## config.mk

```make
export PLATFORM = sky130hd
export DESIGN_NAME = rsq_top
export DESIGN_NICKNAME = d
export VERILOG_FILES = /design/src/rsq_pkg.sv /design/src/rsq_top.sv
export SDC_FILE = /design/constraint.sdc
export NUM_CORES = 1
export LEC_CHECK = 0
export BUFFER_PORTS_ARGS = -buffer_cell sky130_fd_sc_hd__buf_2
export CORE_MARGIN = 4
export CORE_UTILIZATION = 28
export CTS_CLUSTER_DIAMETER = 40
export DETAILED_ROUTE_END_ITERATION = 10
export REMOVE_ABC_BUFFERS = 1
export SKIP_LAST_GASP = 1
export SLEW_MARGIN = 40
export SYNTH_ARGS = -nofsm -noshare
export SYNTH_HDL_FRONTEND = slang
export SYNTH_SLANG_ARGS = --single-unit
```

## constraint.sdc

```tcl
create_clock -name clk_i -period 9 [get_ports clk_i]
set_input_delay 0.9 -clock clk_i [delete_from_list [all_inputs] [get_ports clk_i]]
set_output_delay 0.9 -clock clk_i [all_outputs]
set_load 0.01 [all_outputs]
```

## src/rsq_pkg.sv

```systemverilog
// rsq_pkg: constants, register map and carrier types of the start-up and fault sequencer
// assumes a 10 MHz core clock and a 32-bit classic wishbone register bus
package rsq_pkg;

  // clock and timing
  localparam int unsigned CLK_KHZ          = 10000;  // core clock rate in kHz
  localparam int unsigned START_DELAY_US   = 100;    // startup_delay_period, fixed
  localparam int unsigned START_DELAY_CYC  = (START_DELAY_US * CLK_KHZ) / 1000;
  localparam int unsigned SLEW_UV_PER_US   = 3250;   // ramp slew, 3.25 mV per us
  localparam int unsigned REF_LSB_UV       = 250;    // reference code step, 0.25 mV
  localparam int unsigned STEP_PERIOD_US   = 1;      // one ramp increment per us
  localparam int unsigned STEP_PERIOD_CYC  = (STEP_PERIOD_US * CLK_KHZ) / 1000;
  localparam int unsigned REF_W            = 16;     // reference code width
  localparam logic [REF_W-1:0] RAMP_STEP   =
    REF_W'((SLEW_UV_PER_US * STEP_PERIOD_US) / REF_LSB_UV);

  // start-up targets picked by the two sampled vid pins {data, clock}
  localparam logic [REF_W-1:0] BOOT_TARGET_0 = 16'h0FA0;  // 1.000 V
  localparam logic [REF_W-1:0] BOOT_TARGET_1 = 16'h0E10;  // 0.900 V
  localparam logic [REF_W-1:0] BOOT_TARGET_2 = 16'h0C80;  // 0.800 V
  localparam logic [REF_W-1:0] BOOT_TARGET_3 = 16'h0AF0;  // 0.700 V

  // phase counts
  localparam logic [2:0] PHASES_1 = 3'h1;
  localparam logic [2:0] PHASES_2 = 3'h2;
  localparam logic [2:0] PHASES_3 = 3'h3;
  localparam logic [2:0] PHASES_4 = 3'h4;

  // register map, byte addresses
  localparam logic [7:0] REG_CTRL   = 8'h00;  // rw, bit 0 software hold-off
  localparam logic [7:0] REG_STATUS = 8'h04;  // ro, sequencer state and flags
  localparam logic [7:0] REG_REF    = 8'h08;  // ro, {target, reference}
  localparam logic       CTRL_RESET = 1'h0;
  localparam int unsigned ST_POS_STATE = 0;   // status[3:0] state code
  localparam int unsigned ST_POS_PHASE = 4;   // status[6:4] phase count
  localparam int unsigned ST_POS_PG    = 8;   // status[8] power good
  localparam int unsigned ST_POS_UV    = 9;   // status[9] under-voltage
  localparam int unsigned ST_POS_LATCH = 10;  // status[10] latched off
  localparam int unsigned ST_POS_DRV   = 11;  // status[11] drives enabled

  typedef enum logic [3:0] {
    RSQ_OFF, RSQ_WAIT, RSQ_DELAY, RSQ_RAMP, RSQ_RUN, RSQ_OVP, RSQ_LATCHED
  } rsq_state_type;

  // asynchronous comparator and power-on flags
  typedef struct packed {
    logic logic_bias_ok;     // logic supply above its power-on level
    logic driver_bias_ok;    // driver supply above its power-on level
    logic gate_opt_bias_ok;  // gate optimisation supply above its power-on level
    logic enable_high;       // enable comparator output
    logic phase_two_sense;   // channel sense inputs tied high
    logic phase_three_sense;
    logic phase_four_sense;
    logic vid_serial_data;
    logic vid_serial_clock;
    logic feedback_above;    // feedback_node above the ramping reference
    logic ovp_trip;          // output_sense above overvoltage_trip level
    logic pg_ov_limit;       // output_sense above power-good ov limit
    logic ov_released;       // output_sense below the 400 mV release level
    logic uv_low;            // output below target minus 300 mV
    logic uv_recovered;      // output above target minus 250 mV
    logic overcurrent;       // overcurrent comparator on either output
  } rsq_flags_type;

  // drive commands to the power stages
  typedef struct packed {
    logic drive_en;   // normal switching allowed
    logic pwm_off;    // external pwm outputs forced to off command
    logic lower_on;   // lower switches forced on
  } rsq_drive_type;

endpackage

```

## src/rsq_top.sv

```systemverilog
// rsq_top: start-up sequencing, soft-start ramp, power good and fault latch-off
// assumes flags come from analog comparators on no clock, one core clock and a
// classic wishbone master; the only hard reset is the power-on flag set
`timescale 1ns/10ps
module rsq_top #(
  parameter int unsigned DELAY_CYC = rsq_pkg::START_DELAY_CYC  // fixed start delay
) (
  input  wire logic                         clk_i,
  input  wire logic                         rst_i,
  input  wire rsq_pkg::rsq_flags_type       flags_i,           // raw comparator flags
  input  wire logic                         wb_cyc_i,
  input  wire logic                         wb_stb_i,
  input  wire logic                         wb_we_i,
  input  wire logic [7:0]                   wb_adr_i,
  input  wire logic [3:0]                   wb_sel_i,
  input  wire logic [31:0]                  wb_dat_i,
  output logic [31:0]                       wb_dat_o,
  output logic                              wb_ack_o,
  output rsq_pkg::rsq_drive_type            drive_o,           // power stage commands
  output logic [rsq_pkg::REF_W-1:0]         ref_core_o,        // core reference code
  output logic [rsq_pkg::REF_W-1:0]         ref_nb_o,          // northbridge reference
  output logic [2:0]                        phase_count_o,     // active core phases
  output logic                              power_good_out_o,  // open-drain data, low
  output logic                              power_good_oe_o    // high while pulling low
);
  import rsq_pkg::*;

  rsq_flags_type   flags_meta;     // first stage, read only by the second
  rsq_flags_type   flags;          // synchronised flags
  rsq_state_type   state;
  rsq_state_type   next_state;
  logic [REF_W-1:0] target;        // sampled start-up target
  logic [REF_W-1:0] dac_ref;       // ramping reference
  logic [9:0]      delay_cnt;      // start delay counter
  logic [3:0]      step_cnt;       // ramp increment pacing
  logic [2:0]      phases;         // latched phase count
  logic            drv_on;         // prebias release seen
  logic            uv_flag;        // under-voltage indication
  logic            hold_off;       // software hold-off
  logic            bias_ok;        // all three bias flags
  logic            ov_event;       // both ov comparators
  logic            start_ok;       // every precondition met
  logic            delay_done;
  logic            ramp_done;
  logic            pg_next;

  // phase count from the three sense straps
  function automatic logic [2:0] phase_decode(input logic two, input logic three,
                                              input logic four);
    if (two && three && four) begin
      phase_decode = PHASES_1;
    end else if (three && four) begin
      phase_decode = PHASES_2;
    end else if (four) begin
      phase_decode = PHASES_3;
    end else begin
      phase_decode = PHASES_4;
    end
  endfunction

  // boot target from the vid pins sampled at enable
  function automatic logic [REF_W-1:0] boot_target(input logic [1:0] code);
    unique case (code)
      2'h0: boot_target = BOOT_TARGET_0;
      2'h1: boot_target = BOOT_TARGET_1;
      2'h2: boot_target = BOOT_TARGET_2;
      2'h3: boot_target = BOOT_TARGET_3;
    endcase
  endfunction

  // two-flop synchroniser for every analog flag
  always_ff @(posedge clk_i) begin
    if (rst_i) begin
      flags_meta <= '0;
      flags      <= '0;
    end else begin
      flags_meta <= flags_i;
      flags      <= flags_meta;
    end
  end

  assign bias_ok  = flags.logic_bias_ok && flags.driver_bias_ok && flags.gate_opt_bias_ok;
  assign ov_event = flags.ovp_trip && flags.pg_ov_limit;
  // other inputs count only once logic bias is up
  assign start_ok = flags.logic_bias_ok && bias_ok && flags.enable_high
                    && !hold_off;
  assign delay_done = (delay_cnt == 10'(DELAY_CYC - 1));
  assign ramp_done  = (dac_ref == target);

  // sequencing state machine
  always_comb begin
    next_state = state;
    unique case (state)
      RSQ_OFF: begin
        if (flags.logic_bias_ok) begin
          next_state = RSQ_WAIT;
        end
      end
      RSQ_WAIT: begin
        if (start_ok) begin
          next_state = RSQ_DELAY;
        end
      end
      RSQ_DELAY: begin
        if (delay_done) begin
          next_state = RSQ_RAMP;
        end
      end
      RSQ_RAMP: begin
        if (ramp_done) begin
          next_state = RSQ_RUN;
        end
      end
      RSQ_RUN: begin
        next_state = RSQ_RUN;
      end
      RSQ_OVP: begin
        if (flags.ov_released) begin
          next_state = RSQ_LATCHED;
        end
      end
      RSQ_LATCHED: begin
        next_state = RSQ_LATCHED;
      end
    endcase
    // faults and disable override the normal flow
    if (state inside {RSQ_DELAY, RSQ_RAMP, RSQ_RUN}) begin
      if (flags.overcurrent) begin
        next_state = RSQ_LATCHED;
      end else if (!flags.enable_high || hold_off) begin
        next_state = RSQ_WAIT;
      end
    end
    if (state inside {RSQ_DELAY, RSQ_RAMP, RSQ_RUN, RSQ_LATCHED} && ov_event) begin
      next_state = RSQ_OVP;
    end
    // a bias drop is the only way out of a latch
    if (!bias_ok && state != RSQ_OFF && state != RSQ_WAIT) begin
      next_state = RSQ_OFF;
    end
    if (!flags.logic_bias_ok) begin
      next_state = RSQ_OFF;
    end
  end

  always_ff @(posedge clk_i) begin
    if (rst_i) begin
      state <= RSQ_OFF;
    end else begin
      state <= next_state;
    end
  end

  // start-up target and phase count, caught once at soft-start entry
  always_ff @(posedge clk_i) begin
    if (rst_i) begin
      target <= '0;
      phases <= PHASES_4;
    end else if (state == RSQ_WAIT && next_state == RSQ_DELAY) begin
      target <= boot_target({flags.vid_serial_data, flags.vid_serial_clock});
      phases <= phase_decode(flags.phase_two_sense, flags.phase_three_sense,
                             flags.phase_four_sense);
    end
    // otherwise held until enable low, hold-off, a bias drop or reset re-runs the entry
  end

  // start delay counter
  always_ff @(posedge clk_i) begin
    if (rst_i || state != RSQ_DELAY) begin
      delay_cnt <= '0;
    end else begin
      delay_cnt <= delay_cnt + 10'h001;
    end
  end

  // reference ramp, one step per microsecond, never past the target
  always_ff @(posedge clk_i) begin
    if (rst_i || state == RSQ_OFF || state == RSQ_WAIT || state == RSQ_DELAY) begin
      dac_ref  <= '0;  // held at zero through the delay
      step_cnt <= '0;
    end else if (state == RSQ_RAMP && !ramp_done) begin
      if (step_cnt == 4'(STEP_PERIOD_CYC - 1)) begin
        step_cnt <= '0;
        dac_ref  <= (target - dac_ref > RAMP_STEP) ? dac_ref + RAMP_STEP
                                                   : target;
      end else begin
        step_cnt <= step_cnt + 4'h1;
      end
    end
  end

  // prebias release: drives wait until reference passes feedback
  // the synced flag still compares against the loaded target for a few
  // cycles after the reference drops to zero, so wait for the first step
  always_ff @(posedge clk_i) begin
    if (rst_i || state != RSQ_RAMP && state != RSQ_RUN) begin
      drv_on <= 1'b0;
    end else if (state == RSQ_RAMP && ramp_done) begin
      drv_on <= 1'b1;  // ramp over, switch on regardless
    end else if (state == RSQ_RAMP && dac_ref != '0 && !flags.feedback_above) begin
      drv_on <= 1'b1;
    end else if (state == RSQ_RUN) begin
      drv_on <= 1'b1;
    end
  end

  // under-voltage flag; a new trip wins over recovery
  always_ff @(posedge clk_i) begin
    if (rst_i || state != RSQ_RUN) begin
      uv_flag <= 1'b0;
    end else if (flags.uv_low) begin
      uv_flag <= 1'b1;
    end else if (flags.uv_recovered) begin
      uv_flag <= 1'b0;
    end
  end

  // power good only in run, at target, with no fault
  assign pg_next = (state == RSQ_RUN) && (next_state == RSQ_RUN) && ramp_done
                   && !uv_flag && !flags.uv_low && !ov_event;

  // registered outputs to the stages and the power-good pin
  always_ff @(posedge clk_i) begin
    if (rst_i) begin
      drive_o          <= '0;
      power_good_out_o <= 1'b0;
      power_good_oe_o  <= 1'b1;
      ref_core_o       <= '0;
      ref_nb_o         <= '0;
      phase_count_o    <= PHASES_4;
    end else begin
      // pre-power-on: all commands off, lower switch left to the passive path
      drive_o.drive_en <= drv_on && state inside {RSQ_RAMP, RSQ_RUN};
      drive_o.pwm_off  <= state inside {RSQ_OVP, RSQ_LATCHED};
      drive_o.lower_on <= (state == RSQ_OVP);
      power_good_out_o <= 1'b0;
      power_good_oe_o  <= !pg_next;
      ref_core_o       <= (state == RSQ_DELAY) ? target : dac_ref;
      ref_nb_o         <= (state == RSQ_DELAY) ? target : dac_ref;
      phase_count_o    <= phases;
    end
  end

  // software hold-off register, byte 0 lane only
  always_ff @(posedge clk_i) begin
    if (rst_i) begin
      hold_off <= CTRL_RESET;
    end else if (wb_cyc_i && wb_stb_i && wb_we_i && !wb_ack_o && wb_sel_i[0]
                 && wb_adr_i == REG_CTRL) begin
      hold_off <= wb_dat_i[0];
    end
  end

  // wishbone answer: ack one cycle after the strobe, unmapped reads zero
  always_ff @(posedge clk_i) begin
    if (rst_i) begin
      wb_ack_o <= 1'b0;
      wb_dat_o <= '0;
    end else begin
      wb_ack_o <= wb_cyc_i && wb_stb_i && !wb_ack_o;
      wb_dat_o <= '0;
      unique case (wb_adr_i)
        REG_CTRL: begin
          wb_dat_o[0] <= hold_off;
        end
        REG_STATUS: begin
          wb_dat_o[ST_POS_STATE +: 4] <= state;
          wb_dat_o[ST_POS_PHASE +: 3] <= phases;
          wb_dat_o[ST_POS_PG]         <= !power_good_oe_o;
          wb_dat_o[ST_POS_UV]         <= uv_flag;
          wb_dat_o[ST_POS_LATCH]      <= state inside {RSQ_OVP, RSQ_LATCHED};
          wb_dat_o[ST_POS_DRV]        <= drive_o.drive_en;
        end
        REG_REF: begin
          wb_dat_o <= {target, dac_ref};
        end
        default: begin
          wb_dat_o <= '0;
        end
      endcase
    end
  end
endmodule

```

Word-level counts from Yosys, hierarchy flattened
Index checks and enable logic that the tools add are counted.

storage, ports and cells
  register bits after elaboration = 144
  output and inout port bits = 73
  word-level logic and storage cells = 163
  input port bits = 65

operators by class
  bitwise gates (word level) = 1
  reductions and logical operators = 61
  muxes and demuxes = 26
  equal/unequal tests = 20
  magnitude comparators = 1
  add/sub/neg operators = 4

operators with widths
  operator                                                                           count
  16-bit case mux with 4 select lines                                                1
  4-bit two-way mux                                                                  11
  16-bit two-way mux                                                                 2
  1-bit logical AND                                                                  30
  4-bit case mux with 7 select lines                                                 1
  16-bit by 4-bit adder with 16-bit output (second input constant)                   1
  16-bit == test                                                                     1
  4-bit by 3-bit == test with 1-bit output (second input constant)                   4
  16-bit by 4-bit greater-than comparator with 1-bit output (second input constant)  1
  16-bit nonzero test                                                                1
  16-bit subtractor                                                                  1
  4-bit by 2-bit == test with 1-bit output (second input constant)                   3
  6-bit case mux with 2 select lines                                                 1
  1-bit logical NOT                                                                  11
  10-bit by 1-bit adder with 10-bit output (second input constant)                   1
  10-bit == test (second input constant)                                             1
  3-bit two-way mux                                                                  3
  8-bit by 3-bit == test with 1-bit output (second input constant)                   1
  8-bit by 4-bit == test with 1-bit output (second input constant)                   1
  8-bit logical NOT                                                                  1
  4-bit by 2-bit != test with 1-bit output (second input constant)                   2
  4-bit case mux with 2 select lines                                                 1
  4-bit nonzero test                                                                 2
  1-bit logical OR                                                                   7
  other kinds (16)                                                                   24

Longest topological paths before layout
  depth after elaboration = 20
  depth in mapped cells = 13
  depth with buffers taken out = 10

Least setup slack after synthesis
OpenSTA, ideal clock, no wires.

  path type = flip-flop to flip-flop
  start = register dac_ref[4]
  end = register dac_ref[11]
  setup time = 0.122 ns
  slack = 5.970 ns
  cell stages (with the launch flop) = 12
  data arrival time = 2.909 ns
  clock period less this slack = 3.030 ns
  path buffers = 2
  required time = 8.878 ns
  cell sequence = dfxtp_1 clkbuf_1 inv_1 ha_1 and3_1 a221oi_2 o21ai_0 xor2_1 a2bb2oi_1 or4_4 buf_6 o311a_1

between the ends
  cells in the longest elaborated chain, start to end = 4
  elaborated cells on any way between the ends = 8
  those cells by class = 2 x add/sub; 1 x order compare; 1 x eq/ne; 1 x mux; 3 x reduce/logical

ends and longest elaborated chain
  what                                                                       line            text
  start, declared                                                            rsq_top.sv:33   logic [REF_W-1:0] dac_ref;
  start signal, assigned                                                     rsq_top.sv:184  dac_ref <= (target - dac_ref > RAMP_STEP) ? dac_ref + RAMP_STEP
  parallel branches: the longest is 4 deep, another holds 16-bit subtractor  n/a

Several ways; the timed one is not identified.
A chain may end at the register's enable or synchronous reset.

Worst setup path in the final report
  start = register dac_ref[4]
  end = register dac_ref[14]

The elaborated chain is that of the path after synthesis.

==> results.toml <==
[logic_synthesis]
ys.warnings.count = 0
yosysMostFrequentCell = "dfxtp_1"
ys_ff_latch = 128
synth_common_cells = "dfxtp_1, nor2_1, nand2_1"
synth_edf_count = 0
syn_area_per_cell_um2 = 8.75
ys_async_sr_fraction_pct = 0
syn_area_um2 = 5570
synth_top_area_share_pct = 46.0
ys.flop_type = "dfxtp_1"
synth_cells = 637
seq_area_frac_synth_pct = 46.0
synth_area_leaders = "dfxtp_1, nor2b_1, ha_1, nor2_1, nand2_1"
synth_top_area_cell = "dfxtp_1"
ys_types = 55

[floorplanning]
dieArea_um2 = 22200
die_x_um = 149
rows = 51
start_util_pct = 28.5
die_h_um = 149
io_pins = 138
core_area_um2 = 19500

[setup_path]
worstPathRequired_ns = 9.27
reg2reg_from = "dac_ref[4]"
crit_type = "register to register"
cp_max_fo = 14
reg2reg_setup_slack_ns = 5.40
crit_arrival_ns = 3.87
reg2reg_depth = 10
r2r-end = "dac_ref[14]"
cp-end-kind = "register"
start_kind = "register"

[clock_network]
cts_tree = "done"
clk_latency_ns = 0.43
cts.path.max_buffers = 2
root_buffer = "clkbuf_16"
cts-resized-gates = 0
cts_setup_buffers = 0
clock-sinks = 128
cts_buffers = 17
cts.reportedPaths.clkPinSlew_ns = 0.06
htree_num_levels = 4
postCtsHoldBufs = 0

[cells_and_area]
diodes = 0
regArea_um2 = 2560
final_core_util_pct = 34.9
nets = 790
final_layout_size_suffix_gt1_share_pct = 19.1
n_fill_cell = 2057
final_cell_count_no_fill = 983
multi_input_area_um2 = 2660
syn2layout_area_growth_pct = 22.2

[sta]
hold_violations = 0
slew_headroom_pct = 51.4
maxSlewViolCount = 0
fmax_ghz = 0.278
holdWs_ns = 0.433
fin_crit_ns = 3.60
fin_crit_sh_pct = 40.0
fin_skew_ns = 0.0274
finalSetupViolCount = 0
rsz0062_at_grt = "false"
finalSetupTns_ns = 0
tightest_slew_ns = 0.728
layout_setup_ws_ns = 5.40

[global_route]
grt_util_all_layers_pct = 12.1
grt_start_max_net_pins = 70
grt_overflow = 0
grt_pass1_vias = 4026
antenna_found_initial = 0
grt_pass1_wl_um = 21100

[worst_hold_path]
min_to = "flags[14]"
hold_start = "flags_meta[14]"
hp-class = "register to register"
holdPathStages = 1

[routing]
wl_per_cell_um = 13.6
vias = 4395
drt_first_pass_iters = 6
routed_wl_um = 13300
drtIter0Drc = 273
via_per_inst = 4.47
postRouteAntennaNets = 0
route.detailed.drc = 0

[placed_design]
hpwl_um = 9490
io_buffers = 94
gp_congestion = 0.867
pre_cts_ws_ns = 5.53
dpl.cell_count = 952

[flow_run]
maxCapViolations = 0

[power_and_ir_drop]
vdd_ir_drop_max_v = 0.000114
power_density_nw_per_um2 = 203
p_leak_nw = 2.76

[run_status]
run_status = "finished, final reports clean"
[worst max-delay path by stage]
stage	from	to	slack, ns
2_1_floorplan	dac_ref[0]	dac_ref[10]	6.16
3_3_place_gp	dac_ref[4]	dac_ref[2]	5.46
3_5_place_dp	dac_ref[4]	dac_ref[14]	5.53
4_1_cts	dac_ref[4]	dac_ref[14]	5.48
5_1_grt	dac_ref[4]	dac_ref[14]	5.09
6_report	dac_ref[4]	dac_ref[14]	5.40
[sequential cells by signal (all words and copies together) (netlist names)]
signal and flops:
hold_off 1, state 4, dac_ref 16, drive_o 3, power_good_oe_o 1, phase_count_o 3, wb_dat_o 24, flags_meta 16
uv_flag 1, wb_ack_o 1, step_cnt 4, drv_on 1, delay_cnt 10, phases 3, flags 16, ref_nb_o 16
target 8
[layout by cell type (no fill, tap or decap), drive strengths merged, types with 6 or more instances in the layout]
master,instances
a211oi,9
a21oi,32
a22o,6
a31oi,8
and2,22
and3,6
buf,99
bufinv,6
clkbuf,19
conb,10
dfxtp,128
ha,19
inv,23
nand2,53
nand2b,7
nand3,24
nand4,8
nor2,54
nor2b,45
nor3,32
nor4,10
o21ai,19
or3,6
xnor2,11
xor2,13
[layout make-up]
type | instances | area share (%)
multi-input combinational | 439 | 39.0
timing repair buffer | 99 | 7.46
clock buffer | 19 | 6.50
clock inverter | 12 | 3.38
sequential | 128 | 37.6
inverter | 21 | 1.16
tap | 265 | 4.87
[per-stage QoR]
stage	power [mW]	instance area, um^2
final	1.38	6810
after global routing	1.43	6810
after CTS	1.40	6800
after detailed placement	0.615	6130
after global placement	0.615	6120
after floorplan	0.600	5280
[kinds of logic (layout without fill, tap and decap cells)]
group	Yosys count	after routing	synth area share (%)
compound gates	103	103	12.2
flops	128	128	46.0
simple gates	281	281	26.1
xor+xnor	24	24	3.77
other cells	1	10	0.0673
fa+ha+maj	19	19	4.26
buf+inv	79	151	7.27
mux	2	2	0.359
[critical path, cell delays in order (launching register included)]
cell	delay, ns
dfxtp_1	0.59
inv_1	0.11
ha_1	0.34
and3_1	0.21
a221oi_2	0.44
xnor2_1	0.10
a2111oi_0	0.40
nand4_1	0.28
or4_4	0.60
nor2_1	0.27
nor3_1	0.10
[layer usage]
layer	GRT usage, %	vias to the layer above	wire [um]
li1	-	2296	-
met1	15.5	1972	6090
met2	19.7	115	6400
met3	3.19	12	733
met4	4.30	0	124
met5	0	-	0
[power by group]
part | leakage (nW) | total, mW | switching (mW) | internal (mW)
combinational | 1.40 | 0.0254 | 0.0145 | 0.0109
clock | 0.320 | 0.780 | 0.253 | 0.527
sequential | 1.04 | 0.577 | 0.00316 | 0.574
Note: power is estimated with default switching activity, not from simulation.
